**config.mk**
```make
export PLATFORM = sky130hd
export DESIGN_NAME = remote_sensor_status_readout
export DESIGN_NICKNAME = d
export VERILOG_FILES = /design/src/include/rs_readout_pkg.sv /design/src/logic/remote_sensor_status_readout.sv
export SDC_FILE = /design/constraint.sdc
export NUM_CORES = 1
export LEC_CHECK = 0
export ABC_AREA = 0
export ABC_CLOCK_PERIOD_IN_PS = 5850
export BUFFER_PORTS_ARGS = -buffer_cell sky130_fd_sc_hd__buf_2
export CORE_AREA = 4 4 171 190
export CTS_CLUSTER_DIAMETER = 200
export CTS_CLUSTER_SIZE = 25
export DETAILED_ROUTE_END_ITERATION = 10
export DIE_AREA = 0 0 175 194
export GPL_TIMING_DRIVEN = 0
export SYNTH_ARGS = -nofsm -noshare
export SYNTH_HDL_FRONTEND = slang
export SYNTH_SLANG_ARGS = --single-unit
```
**constraint.sdc**
```tcl
create_clock -name ref_clk -period 5.85 [get_ports ref_clk]
set_clock_uncertainty 0.15 [all_clocks]
set_input_delay 0 -clock ref_clk [delete_from_list [all_inputs] [get_ports ref_clk]]
set_output_delay 0 -clock ref_clk [all_outputs]
set_load 0.1 [all_outputs]
```
**src/include/rs_readout_pkg.sv**
```systemverilog
// Function
// - Bit 15 of each sensor word is the fault flag choosing data or fault layout.
// - Three-bit CRC in bits 19:17 covers word bits 16 down to 0.
// - Fault flag is set while any fault bit is one, clear when all zero.
// - On/off bit resets 0, set by ON, cleared by OFF, safing reset, SHORT_TO_GROUND, overtemp.
// - Logical channel ID gives channel and slot of the register that was read.
// - Ten-bit data loads on valid frame; cleared by safing reset, read or OFF.
// - Short-to-ground resets 0, cleared only by safing reset or OFF, never by read.
// - Short-to-battery sets after filter time; cleared by reset, read, commanded OFF only.
// - Overcurrent sets via up/down counter; cleared by safing reset, read or OFF.
// - Open sensor sets via up/down counter; cleared by safing reset, read or OFF.
// - Overtemp sets on detection; cleared only by safing reset or OFF.
// - Invalid sets on framing error; cleared by reset, read, OFF, faults, valid data.
// - Empty-buffer resets 1, sets on read without faults, clears on frame or fault.
// - Slot error sets when slot control on; cleared by reset, read, OFF, faults, data.
// - Base current is ten bits in the low half, reset value 0x0A1.
// - Delta resets 0x103; low threshold is base plus half or full delta.
// - Arming bits follow internal engine when selected, else external arm pins.
// - Accel valid resets 0, sets at good count 3, clears at bad limit.
// - Arming register echoes live accel pin and low-side arm control.
// - Inhibit timer bit reads 0 when timer is zero, resets 0.
// - Inhibit timer bit reads 1 while its timer counts.
package rs_readout_pkg;

  // Link frame layout
  localparam int          FRAME_BITS     = 32;
  localparam int          ID_MSB         = 31;
  localparam int          ID_LSB         = 24;
  localparam int          PAD_MSB        = 23;
  localparam int          PAD_LSB        = 16;
  localparam logic [5:0]  FRAME_BITS_CNT = 6'h20;

  // Register identifiers
  localparam logic [7:0]  ID_CH0_SLOT1   = 8'h50;
  localparam logic [7:0]  ID_CH1_SLOT1   = 8'h51;
  localparam logic [7:0]  ID_CH0_SLOT2   = 8'h54;
  localparam logic [7:0]  ID_CH1_SLOT2   = 8'h55;
  localparam logic [7:0]  ID_CH0_SLOT3   = 8'h58;
  localparam logic [7:0]  ID_CH1_SLOT3   = 8'h59;
  localparam logic [7:0]  ID_LEVELS0     = 8'h5C;
  localparam logic [7:0]  ID_LEVELS1     = 8'h5D;
  localparam logic [7:0]  ID_ARM_STATE   = 8'h6A;

  // Sensor word fields
  localparam int          CRC_LSB        = 17;
  localparam int          FLT_POS        = 15;
  localparam logic [2:0]  CRC_SEED       = 3'h7;

  // Arming word fields
  localparam int          ARM_INH_INT    = 9;
  localparam int          ARM_INH_RUN    = 8;
  localparam int          ARM_ACL_PIN    = 7;
  localparam int          ARM_ACCEL_DETECT_VALID  = 6;
  localparam int          ARM_INT_LSB    = 2;
  localparam int          ARM_LOW_SIDE   = 1;

  // Reset values
  localparam logic [9:0]  BASE_RESET     = 10'h0A1;
  localparam logic [9:0]  DELTA_RESET    = 10'h103;

  // Timing and counts
  localparam int          CLK_PERIOD_NS  = 10;
  localparam int          STB_FILTER_NS  = 10000;
  localparam logic [10:0] STB_CYC        = 11'((STB_FILTER_NS + CLK_PERIOD_NS - 1) / CLK_PERIOD_NS);
  localparam logic [3:0]  UPDN_LIMIT     = 4'h8;
  localparam logic [1:0]  ACCEL_GOOD_COUNT_LIM   = 2'h3;
  localparam logic [1:0]  ACCEL_BAD_COUNT_LIM    = 2'h2;

  // Synchroniser lane positions
  localparam int          SY_SCK         = 0;
  localparam int          SY_SEL         = 1;
  localparam int          SY_MOSI        = 2;
  localparam int          SY_ARM0        = 3;
  localparam int          SY_ARM1        = 4;
  localparam int          SY_ACL         = 5;
  localparam int          SY_LOWSIDE     = 6;
  localparam int          SY_W           = 7;

  typedef struct packed {
    logic onState;
    logic shortToGround;
    logic shortToBattery;
    logic overcurrentFlag;
    logic openSensorFlag;
    logic overtempFlag;
  } chan_status_type;

  typedef struct packed {
    logic [9:0] data;
    logic       invalid;
    logic       slotError;
    logic       emptyBufferFlag;
  } slot_status_type;

  typedef struct packed {
    logic [9:0] topCurrentDelta;
    logic [9:0] baseCurrent;
  } current_levels_type;

endpackage

```
**src/logic/remote_sensor_status_readout.sv**
```systemverilog
`timescale 1ns/10ps
module remote_sensor_status_readout (
  input  wire logic             ref_clk,              // Device clock
  input  wire logic             sys_rst,              // Power-on/watchdog reset
  input  wire logic             safingSmReset,        // Safing state machine reset
  input  wire logic             sensorPortClk,        // Link clock pin
  input  wire logic             sensorPortSelN,       // Link select pin
  input  wire logic             sensorPortDataIn,     // Link data from host
  output logic                  sensorPortDataOut,    // Link data to host
  output logic                  sensorPortDataOutEn,  // Drive enable of data out
  input  wire logic [1:0]       sensorOnCmd,          // ON command pulse per channel
  input  wire logic [1:0]       sensorOffCmd,         // OFF command pulse per channel
  input  wire logic [1:0]       stgDetect,            // Current limit detect
  input  wire logic [1:0]       aboveSupply,          // Voltage above supply level
  input  wire logic [1:0]       overHighLimit,        // Current above high limit
  input  wire logic [1:0]       overOpenLimit,        // Current past open limit
  input  wire logic [1:0]       overtempDetect,       // Overtemp detect pulse
  input  wire logic [1:0]       slotCtrlEn,           // Slot control enabled
  input  wire logic [1:0]       avgEnable,            // Averaging config bit 4
  input  wire logic [5:0]       frameValid,           // Valid frame per slot word
  input  wire logic [5:0][9:0]  frameData,            // Decoded data per slot word
  input  wire logic [5:0]       frameInvalid,         // Framing or parity error
  input  wire logic [5:0]       slotViolation,        // Slot timing violation
  input  wire logic [1:0][9:0]  measBase,             // Converter base current
  input  wire logic [1:0][9:0]  measDelta,            // Converter top delta
  output logic [1:0][10:0]      lowThreshold,         // Derived low threshold
  input  wire logic             internalEngineSel,    // Internal safing engine in use
  input  wire logic [1:0]       internalArmSignal,    // Safing engine arm outputs
  input  wire logic [1:0]       armInputPin,          // External arm pins
  input  wire logic             accelPin,             // Accel detect pin
  input  wire logic             accelGoodPulse,       // Good detection event
  input  wire logic             accelBadPulse,        // Bad detection event
  input  wire logic [7:0]       inhibitTimer,         // Inhibit expiration timer
  input  wire logic             inhibitInternalState, // Inhibit internal signal
  input  wire logic             lowSideArmControl     // Low-side arm control pin
);

  // Three-stage synchronisers with agree filter
  logic [rs_readout_pkg::SY_W-1:0] syncA_q, syncB_q, syncC_q, pinLvl_q, pinLvl_d, pinRaw;
  assign pinRaw = {lowSideArmControl, accelPin, armInputPin, sensorPortDataIn, sensorPortSelN, sensorPortClk};

  // Change accepted once second and third stage agree
  always_comb begin
    pinLvl_d = (syncC_q & ~(syncB_q ^ syncC_q)) | (pinLvl_q & (syncB_q ^ syncC_q));
  end

  always_ff @(posedge ref_clk) begin
    if (sys_rst) begin
      // All stages start at the idle levels, so release gives no false select edge
      syncA_q  <= 7'h02;
      syncB_q  <= 7'h02;
      syncC_q  <= 7'h02;
      pinLvl_q <= 7'h02;
    end else begin
      syncA_q  <= pinRaw;
      syncB_q  <= syncA_q;
      syncC_q  <= syncB_q;
      pinLvl_q <= pinLvl_d;
    end
  end

  // CRC x^3+x+1 over word bits 16:0, msb first
  function automatic logic [2:0] crc3(input logic [16:0] body);
    logic [2:0] c;
    logic       fb;
    c = rs_readout_pkg::CRC_SEED;
    for (int i = 16; i >= 0; i--) begin
      fb = c[2] ^ body[i];
      c  = {c[1], c[0] ^ fb, fb};
    end
    return c;
  endfunction

  function automatic logic slotFaultOf(input rs_readout_pkg::chan_status_type c,
                                       input rs_readout_pkg::slot_status_type s);
    return c.shortToGround | c.shortToBattery | c.overcurrentFlag | c.openSensorFlag |
           c.overtempFlag | s.invalid | s.slotError | s.emptyBufferFlag;
  endfunction

  function automatic logic isMapped(input logic [7:0] id);
    return (id == rs_readout_pkg::ID_CH0_SLOT1) || (id == rs_readout_pkg::ID_CH1_SLOT1) ||
           (id == rs_readout_pkg::ID_CH0_SLOT2) || (id == rs_readout_pkg::ID_CH1_SLOT2) ||
           (id == rs_readout_pkg::ID_CH0_SLOT3) || (id == rs_readout_pkg::ID_CH1_SLOT3) ||
           (id == rs_readout_pkg::ID_LEVELS0) || (id == rs_readout_pkg::ID_LEVELS1) ||
           (id == rs_readout_pkg::ID_ARM_STATE);
  endfunction

  rs_readout_pkg::chan_status_type    chQ [2];
  rs_readout_pkg::chan_status_type    chD [2];
  rs_readout_pkg::slot_status_type    slQ [6];
  rs_readout_pkg::slot_status_type    slD [6];
  rs_readout_pkg::current_levels_type lvQ [2];
  logic [10:0] stbCnt_q [2];
  logic [10:0] stbCnt_d [2];
  logic [3:0]  ocCnt_q [2];
  logic [3:0]  ocCnt_d [2];
  logic [3:0]  opCnt_q [2];
  logic [3:0]  opCnt_d [2];
  logic [5:0]  slotFault;
  logic [5:0]  readSlot;
  logic [1:0]  readChan;
  logic [19:0] armWord;
  logic [19:0] respWord;

  // Link framing state
  logic [31:0] rxShift_q, rxShift_d, txShift_q, txShift_d;
  logic [5:0]  bitCnt_q, bitCnt_d;
  logic [7:0]  reqId_q, reqId_d;
  logic        reqOk_q, reqOk_d, sckPrev_q, selPrev_q;
  logic        misoOut_d, misoEn_d, captureEv;

  // Arming state
  logic [1:0]  goodCnt_q, goodCnt_d, badCnt_q, badCnt_d;
  logic        accelValid_q, accelValid_d, inhibitRun_q, inhibitRun_d;

  // Response word for the id latched in the previous frame
  always_comb begin
    logic [16:0] body;
    logic [4:0]  k;
    body     = '0;
    k        = 5'((reqId_q[3:2] * 2) + reqId_q[0]);
    respWord = '0;
    for (int j = 0; j < 6; j++) begin
      slotFault[j] = slotFaultOf(chQ[j % 2], slQ[j]);
    end
    if (reqOk_q) begin
      if (reqId_q == rs_readout_pkg::ID_LEVELS0 || reqId_q == rs_readout_pkg::ID_LEVELS1) begin
        respWord = lvQ[reqId_q[0]];
      end else if (reqId_q == rs_readout_pkg::ID_ARM_STATE) begin
        respWord = armWord;
      end else begin
        body[rs_readout_pkg::FLT_POS] = slotFault[k[2:0]];
        body[14]    = chQ[reqId_q[0]].onState;
        body[13:10] = {1'b0, reqId_q[0], reqId_q[3:2]};
        body[9:0]   = slotFault[k[2:0]] ? {chQ[reqId_q[0]].shortToGround, chQ[reqId_q[0]].shortToBattery,
                      chQ[reqId_q[0]].overcurrentFlag, chQ[reqId_q[0]].openSensorFlag,
                      chQ[reqId_q[0]].overtempFlag, slQ[k[2:0]].invalid, slQ[k[2:0]].emptyBufferFlag,
                      slQ[k[2:0]].slotError, 2'b00} : slQ[k[2:0]].data;
        respWord = {crc3(body), body};
      end
    end
  end

  // Link framing: sample on clock rise, shift out on clock fall, answer out of frame
  always_comb begin
    logic sckRise, sckFall, selStart, selEnd;
    sckRise   = pinLvl_q[rs_readout_pkg::SY_SCK] & ~sckPrev_q;
    sckFall   = ~pinLvl_q[rs_readout_pkg::SY_SCK] & sckPrev_q;
    selStart  = ~pinLvl_q[rs_readout_pkg::SY_SEL] & selPrev_q;
    selEnd    = pinLvl_q[rs_readout_pkg::SY_SEL] & ~selPrev_q;
    rxShift_d = rxShift_q;
    txShift_d = txShift_q;
    bitCnt_d  = bitCnt_q;
    reqId_d   = reqId_q;
    reqOk_d   = reqOk_q;
    misoOut_d = sensorPortDataOut;
    misoEn_d  = sensorPortDataOutEn;
    captureEv = 1'b0;
    if (selStart) begin
      captureEv = 1'b1;
      txShift_d = {12'h000, respWord};
      misoOut_d = 1'b0;
      misoEn_d  = 1'b1;
      bitCnt_d  = '0;
    end else if (selEnd) begin
      misoEn_d = 1'b0;
      // Short or long frames drop the request rather than guess an id
      reqOk_d  = (bitCnt_q == rs_readout_pkg::FRAME_BITS_CNT) && isMapped(rxShift_q[31:24]) &&
                 (rxShift_q[rs_readout_pkg::PAD_MSB:rs_readout_pkg::PAD_LSB] == 8'h00);
      reqId_d  = rxShift_q[rs_readout_pkg::ID_MSB:rs_readout_pkg::ID_LSB];
    end else if (~pinLvl_q[rs_readout_pkg::SY_SEL]) begin
      if (sckRise) begin
        rxShift_d = {rxShift_q[30:0], pinLvl_q[rs_readout_pkg::SY_MOSI]};
        bitCnt_d  = (bitCnt_q == 6'h3F) ? bitCnt_q : bitCnt_q + 6'h01;
      end
      if (sckFall) begin
        txShift_d = {txShift_q[30:0], 1'b0};
        misoOut_d = txShift_q[30];
      end
    end
  end

  always_ff @(posedge ref_clk) begin
    if (sys_rst) begin
      rxShift_q           <= '0;
      txShift_q           <= '0;
      bitCnt_q            <= '0;
      reqId_q             <= '0;
      reqOk_q             <= 1'b0;
      sckPrev_q           <= 1'b0;
      selPrev_q           <= 1'b1;
      sensorPortDataOut   <= 1'b0;
      sensorPortDataOutEn <= 1'b0;
    end else begin
      rxShift_q           <= rxShift_d;
      txShift_q           <= txShift_d;
      bitCnt_q            <= bitCnt_d;
      reqId_q             <= reqId_d;
      reqOk_q             <= reqOk_d;
      sckPrev_q           <= pinLvl_q[rs_readout_pkg::SY_SCK];
      selPrev_q           <= pinLvl_q[rs_readout_pkg::SY_SEL];
      sensorPortDataOut   <= misoOut_d;
      sensorPortDataOutEn <= misoEn_d;
    end
  end

  // Reads clear in the capture cycle itself, after the word is taken
  always_comb begin
    for (int j = 0; j < 6; j++) begin
      readSlot[j] = captureEv && reqOk_q && (reqId_q[7:4] == 4'h5) && !reqId_q[1] &&
                    (reqId_q[3:2] != 2'b11) && (5'((reqId_q[3:2] * 2) + reqId_q[0]) == 5'(j));
    end
    readChan = {readSlot[5] | readSlot[3] | readSlot[1], readSlot[4] | readSlot[2] | readSlot[0]};
  end

  // Channel and slot status; hardware sets win over read clears
  always_comb begin
    logic [1:0] stgSet, tmpSet, stbSet, ocSet, opSet, newFault, offClr;
    {stgSet, tmpSet, stbSet, ocSet, opSet, newFault, offClr} = '0;
    for (int c = 0; c < 2; c++) begin
      chD[c]      = chQ[c];
      offClr[c]   = safingSmReset | sensorOffCmd[c];
      stgSet[c]   = stgDetect[c];
      tmpSet[c]   = overtempDetect[c];
      stbSet[c]   = aboveSupply[c] && (stbCnt_q[c] == rs_readout_pkg::STB_CYC);
      ocSet[c]    = ocCnt_q[c] == rs_readout_pkg::UPDN_LIMIT;
      opSet[c]    = opCnt_q[c] == rs_readout_pkg::UPDN_LIMIT;
      stbCnt_d[c] = (!aboveSupply[c] || safingSmReset) ? '0 :
                    (stbCnt_q[c] == rs_readout_pkg::STB_CYC) ? stbCnt_q[c] : stbCnt_q[c] + 11'h001;
      ocCnt_d[c]  = safingSmReset ? '0 : overHighLimit[c] ?
                    ((ocCnt_q[c] == rs_readout_pkg::UPDN_LIMIT) ? ocCnt_q[c] : ocCnt_q[c] + 4'h1) :
                    ((ocCnt_q[c] == 4'h0) ? ocCnt_q[c] : ocCnt_q[c] - 4'h1);
      opCnt_d[c]  = safingSmReset ? '0 : overOpenLimit[c] ?
                    ((opCnt_q[c] == rs_readout_pkg::UPDN_LIMIT) ? opCnt_q[c] : opCnt_q[c] + 4'h1) :
                    ((opCnt_q[c] == 4'h0) ? opCnt_q[c] : opCnt_q[c] - 4'h1);
      newFault[c] = (stgSet[c] & ~chQ[c].shortToGround) | (stbSet[c] & ~chQ[c].shortToBattery) |
                    (ocSet[c] & ~chQ[c].overcurrentFlag) | (opSet[c] & ~chQ[c].openSensorFlag) |
                    (tmpSet[c] & ~chQ[c].overtempFlag);
      // Protective clears beat a simultaneous ON
      if (sensorOnCmd[c]) chD[c].onState = 1'b1;
      if (offClr[c] | stgSet[c] | tmpSet[c]) chD[c].onState = 1'b0;
      if (offClr[c]) chD[c].shortToGround = 1'b0;
      if (stgSet[c]) chD[c].shortToGround = 1'b1;
      if (offClr[c] | readChan[c]) chD[c].shortToBattery = 1'b0;
      if (stbSet[c]) chD[c].shortToBattery = 1'b1;
      if (offClr[c] | readChan[c]) chD[c].overcurrentFlag = 1'b0;
      if (ocSet[c]) chD[c].overcurrentFlag = 1'b1;
      if (offClr[c] | readChan[c]) chD[c].openSensorFlag = 1'b0;
      if (opSet[c]) chD[c].openSensorFlag = 1'b1;
      if (offClr[c]) chD[c].overtempFlag = 1'b0;
      if (tmpSet[c]) chD[c].overtempFlag = 1'b1;
    end
    for (int k = 0; k < 6; k++) begin
      slD[k] = slQ[k];
      if (offClr[k % 2] | readSlot[k]) slD[k].data = '0;
      if (frameValid[k]) slD[k].data = frameData[k];
      if (offClr[k % 2] | readSlot[k] | newFault[k % 2] | frameValid[k]) slD[k].invalid = 1'b0;
      if (frameInvalid[k]) slD[k].invalid = 1'b1;
      if (offClr[k % 2] | readSlot[k] | newFault[k % 2] | frameValid[k]) slD[k].slotError = 1'b0;
      if (slotCtrlEn[k % 2] & slotViolation[k]) slD[k].slotError = 1'b1;
      if (readSlot[k] && !(slotFault[k] && !slQ[k].emptyBufferFlag)) slD[k].emptyBufferFlag = 1'b1;
      if (frameValid[k] | newFault[k % 2] | frameInvalid[k] | (slotCtrlEn[k % 2] & slotViolation[k])) begin
        slD[k].emptyBufferFlag = 1'b0;
      end
      if (safingSmReset) slD[k].emptyBufferFlag = 1'b1;
    end
  end

  // Arming word from live levels; counters judge accel validity
  always_comb begin
    armWord      = '0;
    armWord[rs_readout_pkg::ARM_INH_INT] = inhibitInternalState;
    armWord[rs_readout_pkg::ARM_INH_RUN] = inhibitRun_q;
    armWord[rs_readout_pkg::ARM_ACL_PIN] = pinLvl_q[rs_readout_pkg::SY_ACL];
    armWord[rs_readout_pkg::ARM_ACCEL_DETECT_VALID] = accelValid_q;
    armWord[rs_readout_pkg::ARM_INT_LSB +: 2] = internalEngineSel ? internalArmSignal :
                  pinLvl_q[rs_readout_pkg::SY_ARM1:rs_readout_pkg::SY_ARM0];
    armWord[rs_readout_pkg::ARM_LOW_SIDE] = pinLvl_q[rs_readout_pkg::SY_LOWSIDE];
    goodCnt_d    = goodCnt_q;
    badCnt_d     = badCnt_q;
    if (accelGoodPulse) begin
      goodCnt_d = (goodCnt_q == rs_readout_pkg::ACCEL_GOOD_COUNT_LIM) ? goodCnt_q : goodCnt_q + 2'h1;
      badCnt_d  = '0;
    end else if (accelBadPulse) begin
      badCnt_d  = (badCnt_q == rs_readout_pkg::ACCEL_BAD_COUNT_LIM) ? badCnt_q : badCnt_q + 2'h1;
      goodCnt_d = '0;
    end
    accelValid_d = accelValid_q;
    if (badCnt_q == rs_readout_pkg::ACCEL_BAD_COUNT_LIM) accelValid_d = 1'b0;
    if (goodCnt_q == rs_readout_pkg::ACCEL_GOOD_COUNT_LIM) accelValid_d = 1'b1;
    inhibitRun_d = !safingSmReset && (inhibitTimer != 8'h00);
    if (safingSmReset) begin
      goodCnt_d    = '0;
      badCnt_d     = '0;
      accelValid_d = 1'b0;
    end
  end

  // Status, counters, levels and thresholds
  always_ff @(posedge ref_clk) begin
    if (sys_rst) begin
      for (int c = 0; c < 2; c++) begin
        chQ[c]          <= '0;
        stbCnt_q[c]     <= '0;
        ocCnt_q[c]      <= '0;
        opCnt_q[c]      <= '0;
        lvQ[c]          <= {rs_readout_pkg::DELTA_RESET, rs_readout_pkg::BASE_RESET};
        lowThreshold[c] <= '0;
      end
      for (int k = 0; k < 6; k++) begin
        slQ[k] <= '{data: '0, invalid: 1'b0, slotError: 1'b0, emptyBufferFlag: 1'b1};
      end
      goodCnt_q    <= '0;
      badCnt_q     <= '0;
      accelValid_q <= 1'b0;
      inhibitRun_q <= 1'b0;
    end else begin
      for (int c = 0; c < 2; c++) begin
        chQ[c]          <= chD[c];
        stbCnt_q[c]     <= stbCnt_d[c];
        ocCnt_q[c]      <= ocCnt_d[c];
        opCnt_q[c]      <= opCnt_d[c];
        lvQ[c]          <= {measDelta[c], measBase[c]};
        lowThreshold[c] <= {1'b0, lvQ[c].baseCurrent} + (avgEnable[c] ? {1'b0, lvQ[c].topCurrentDelta} :
                           {2'b00, lvQ[c].topCurrentDelta[9:1]});
      end
      for (int k = 0; k < 6; k++) begin
        slQ[k] <= slD[k];
      end
      goodCnt_q    <= goodCnt_d;
      badCnt_q     <= badCnt_d;
      accelValid_q <= accelValid_d;
      inhibitRun_q <= inhibitRun_d;
    end
  end

  // Checks
  a_crc_on_word: assert property (@(posedge ref_clk) disable iff (sys_rst)
    captureEv && reqOk_q && reqId_q[7:4] == 4'h5 && !reqId_q[1] && reqId_q[3:2] != 2'b11
    |=> txShift_q[19:17] == crc3(txShift_q[16:0])) else $error("crc mismatch in word");
  a_flag_capture: assert property (@(posedge ref_clk) disable iff (sys_rst)
    readSlot[0] && !slotFault[0] |=> txShift_q[15] == 1'b0 && txShift_q[9:0] == $past(slQ[0].data))
    else $error("data not captured before clear");
  a_stg_forces_off: assert property (@(posedge ref_clk) disable iff (sys_rst)
    stgDetect[0] |=> !chQ[0].onState && chQ[0].shortToGround) else $error("stg did not force off");
  a_stg_kept_read: assert property (@(posedge ref_clk) disable iff (sys_rst)
    chQ[0].shortToGround && !sensorOffCmd[0] && !safingSmReset |=> chQ[0].shortToGround)
    else $error("stg lost without off");
  a_stb_filter: assert property (@(posedge ref_clk) disable iff (sys_rst)
    $rose(chQ[0].shortToBattery) |-> $past(stbCnt_q[0]) == rs_readout_pkg::STB_CYC)
    else $error("stb set before filter time");
  a_data_load: assert property (@(posedge ref_clk) disable iff (sys_rst)
    frameValid[0] |=> slQ[0].data == $past(frameData[0]) && !slQ[0].emptyBufferFlag)
    else $error("frame data not loaded");
  a_accel_valid: assert property (@(posedge ref_clk) disable iff (sys_rst)
    goodCnt_q == 2'h3 && !safingSmReset |=> accelValid_q) else $error("accel valid not set");
  a_inhibit_run: assert property (@(posedge ref_clk) disable iff (sys_rst)
    inhibitTimer != 8'h00 && !safingSmReset |=> armWord[8]) else $error("inhibit bit not shown");
  a_open_count: assert property (@(posedge ref_clk) disable iff (sys_rst)
    overOpenLimit[0] && !safingSmReset && !sensorOffCmd[0] [*8] ##1 !sensorOffCmd[0] && !safingSmReset
    |=> chQ[0].openSensorFlag) else $error("open flag not set after count");

endmodule // remote_sensor_status_readout

```
==> results.json <==
{
  "outcome": "completed",
  "hp-class": "primary input to flip-flop",
  "viasPerCell": 5.308,
  "dr.max_layer_used": "met4",
  "leakage_nw": 6.760,
  "period_share_pct": 70.61,
  "routedWlPerCell_um": 17.66,
  "dr.first_iter.drc_count": 737,
  "yosys.area_share.adder_pct": 4.373,
  "stdcell_count": 2287,
  "postLayoutCellArea_um2": 17200,
  "synth_enable_flop_cells": 0,
  "hold_violations": 0,
  "synth_seq_cells": 307,
  "coreArea_um2": 30350,
  "synth_fp_nets": 1707,
  "ys_types": 71,
  "hold_ws_ps": 55.72,
  "netlist_instances": 1503,
  "ant_nets": 0,
  "vdd_drop_max_mv": 0.2378,
  "async_flop_share_pct": 0,
  "crit_path_max_incr_delay_ps": 820,
  "die_h_um": 194,
  "crit_path_end_kind": "flip-flop",
  "clk_latency_ps": 520,
  "path_depth": 11,
  "die_area_um2": 33950,
  "path_buf_inv": 6,
  "report.final.slew_viol_count": 0,
  "synth.cell_area_um2": 13620,
  "rsz0062_at_grt": "no",
  "cts_root_buffer": "clkbuf_16",
  "grt_pass1_wl_mm": 64.49,
  "drive_above_1_share_pct": 14.58,
  "yosys_warnings": 0,
  "dp_cells": 2097,
  "cts_resized": 0,
  "syn_to_final_growth_pct": 26.26,
  "layout_common_cells": "307 x dfxtp_1, 194 x nor2_1, 188 x buf_2",
  "grt_max_degree": 26,
  "critPathKind": "flip-flop to flip-flop",
  "grt_pass1_vias": 12279,
  "syn_avg_cell_area_um2": 9.062,
  "diodes": 0,
  "dp_worst_setup_slack_ps": 2225,
  "synth_compound_area_share_pct": 16.20,
  "cts_buffer_depth": 3,
  "layout_setup_ws_ps": 1719,
  "tightest_slew_ps": 878.2,
  "route.met3.wl_mm": 2.585,
  "synthTopCellsByArea": "dfxtp_1 45%, nor2_1 5.3%, nand2_1 4.1%",
  "antenna_found_initial": 0,
  "hold_depth": 3,
  "cp_common_cell": "nor2_1",
  "drc": 0,
  "synth.area.mux_share_pct": 8.258,
  "htreeDepth": 1,
  "cp_max_fo": 10,
  "cp_cell_sequence": "buf_2 -> buf_4 -> clkbuf_1 -> clkbuf_1 -> nor2_1 -> a2111oi_0 -> inv_1 -> nor2_1 -> a21oi_1 -> dlygate4sd3_1 -> nor2_1",
  "route.met2.wl_mm": 19.43,
  "dp.final_hpwl_mm": 28.94,
  "worstPathArrival_ps": 4440,
  "cpMaxStageDelayCell": "a2111oi_0",
  "dr.pass1.iters": 5,
  "synth_top_area_share_pct": 45.12,
  "ys_seq_area_share_pct": 45.12,
  "nFillCells": 2794,
  "cts_tree": "built",
  "fp-row-count": 67,
  "finalCriticalPeriod_ps": 4131,
  "routabilityCongestion": 0.9187,
  "ios": 184,
  "yosys.area.top_type": "dfxtp_1",
  "power.density_nw_per_um2": 237.9,
  "io_buffers": 180,
  "placed_area_um2": 15040,
  "drv_cap": 0,
  "fin_nets": 2077,
  "finalWirelength_mm": 40.39,
  "setup-tns-final_ps": 0,
  "synth_top_family_by_area": "simple AND/OR/NAND/NOR gates",
  "reg2regPathDepth": 11,
  "path_delay_family": "buffers and inverters",
  "synthFlopType": "dfxtp_1",
  "grt_overflow": 0,
  "wl_met1_mm": 17.44,
  "clkSinkCount": 307,
  "fmax_mhz": 242.1,
  "die_w_um": 175,
  "synth-simple-area-share_pct": 18.15,
  "start_util_pct": 44.88,
  "clk_pin_slew_ps": 100,
  "setup-violations-final": 0,
  "grt_usage_pct": 23.19,
  "final_common_cell": "dfxtp_1",
  "numCtsBuffers": 16,
  "vias": 12139,
  "critPathLaunchType": "flip-flop",
  "cp_data_required_time_ps": 6160,
  "slew_headroom_pct": 39.94,
  "synth_xor_xnor_area_share_pct": 4.097
}
-- final timing paths --
check,endpoint,startpoint,slack [ps]
max,slQ[4][2],reqId_q[2],1720
min reg2reg,syncB_q[1],syncA_q[1],280
min,lvQ[0][5],measBase[5],60
max reg2reg,slQ[4][2],reqId_q[2],1720
-- stage by stage --
step / power [mW] / utilization (%)
2_1_floorplan: 2.654 / -
3_3_place_gp: 2.831 / 49.56
3_5_place_dp: 2.837 / 49.56
4_1_cts: 4.130 / 56.67
5_1_grt: 4.276 / 56.67
6_report: 4.091 / 56.67
-- logic make-up after synthesis --
group / after synthesis
AOI/OAI and AO/OA: 337
xor gates and xnor gates: 59
adders and majority gates: 44
buffers and inverters: 133
DFF: 307
muxes: 91
and+or+nand+nor: 532
-- sequential cells by signal (all words and copies together), names as in the netlist, 2 cells and up, named ones only --
| register | flops |
|---|---|
| slQ | 78 |
| lvQ | 40 |
| rxShift_q | 32 |
| txShift_q | 31 |
| lowThreshold | 22 |
| stbCnt_q | 22 |
| chQ | 12 |
| ocCnt_q | 8 |
| opCnt_q | 8 |
| reqId_q | 8 |
| syncA_q | 7 |
| syncB_q | 7 |
| syncC_q | 7 |
| bitCnt_q | 6 |
| badCnt_q | 2 |
| goodCnt_q | 2 |
-- worst register-to-register path, stage by stage (launching register included) --
cell           delay [ps]
dfxtp_1               330
buf_2                 170
buf_4                 220
clkbuf_1              650
clkbuf_1              590
nor2_1                140
a2111oi_0             820
inv_1                  90
nor2_1                170
a21oi_1                90
dlygate4sd3_1         570
nor2_1                 90
-- power breakdown --
group | internal, mW | total, mW | switching [mW] | leakage, nW
clock | 0.509 | 1.21 | 0.697 | 0.214
combinational | 0.278 | 0.670 | 0.392 | 4.03
sequential | 2.17 | 2.22 | 0.0501 | 2.51
-- cell usage after synthesis, types with 19 or more instances --
| master | n |
|---|---|
| nor2b_1 | 66 |
| ha_1 | 38 |
| nor2_1 | 194 |
| mux2i_1 | 55 |
| nor3_1 | 21 |
| o21ai_0 | 52 |
| mux2_2 | 21 |
| xnor2_1 | 32 |
| or2_2 | 19 |
| dfxtp_1 | 307 |
| clkbuf_1 | 63 |
| a22oi_1 | 71 |
| xor2_1 | 24 |
| nand2_1 | 150 |
| a211oi_1 | 25 |
| a21oi_1 | 112 |
| inv_1 | 51 |
-- routing by layer --
metal | GRT usage (%) | vias up
li1 | - | 5972
met1 | 29.73 | 5711
met2 | 40.60 | 389
met3 | 4.115 | 67
met4 | 5.733 | 0
met5 | 0 | -
-- layout make-up --
cell class                      count  area (um^2)  area share [%]
Multi-Input combinational cell   1063         6958           40.46
Clock buffer                       16        400.4           2.328
Clock inverter                      2        36.28          0.2110
Tap cell                          414        518.0           3.012
Inverter                           52        195.2           1.135
Sequential cell                   307         6146           35.74
Timing Repair Buffer              352         2623           15.25
Buffer                             81        321.6           1.870
-- repair_timing --
item | in CTS | in global routing
hold buffers | 172 | 0
buffers inserted | 0 | 0
hold endpoints to repair | 177 | 0
Note: power is estimated with default switching activity, not from simulation.
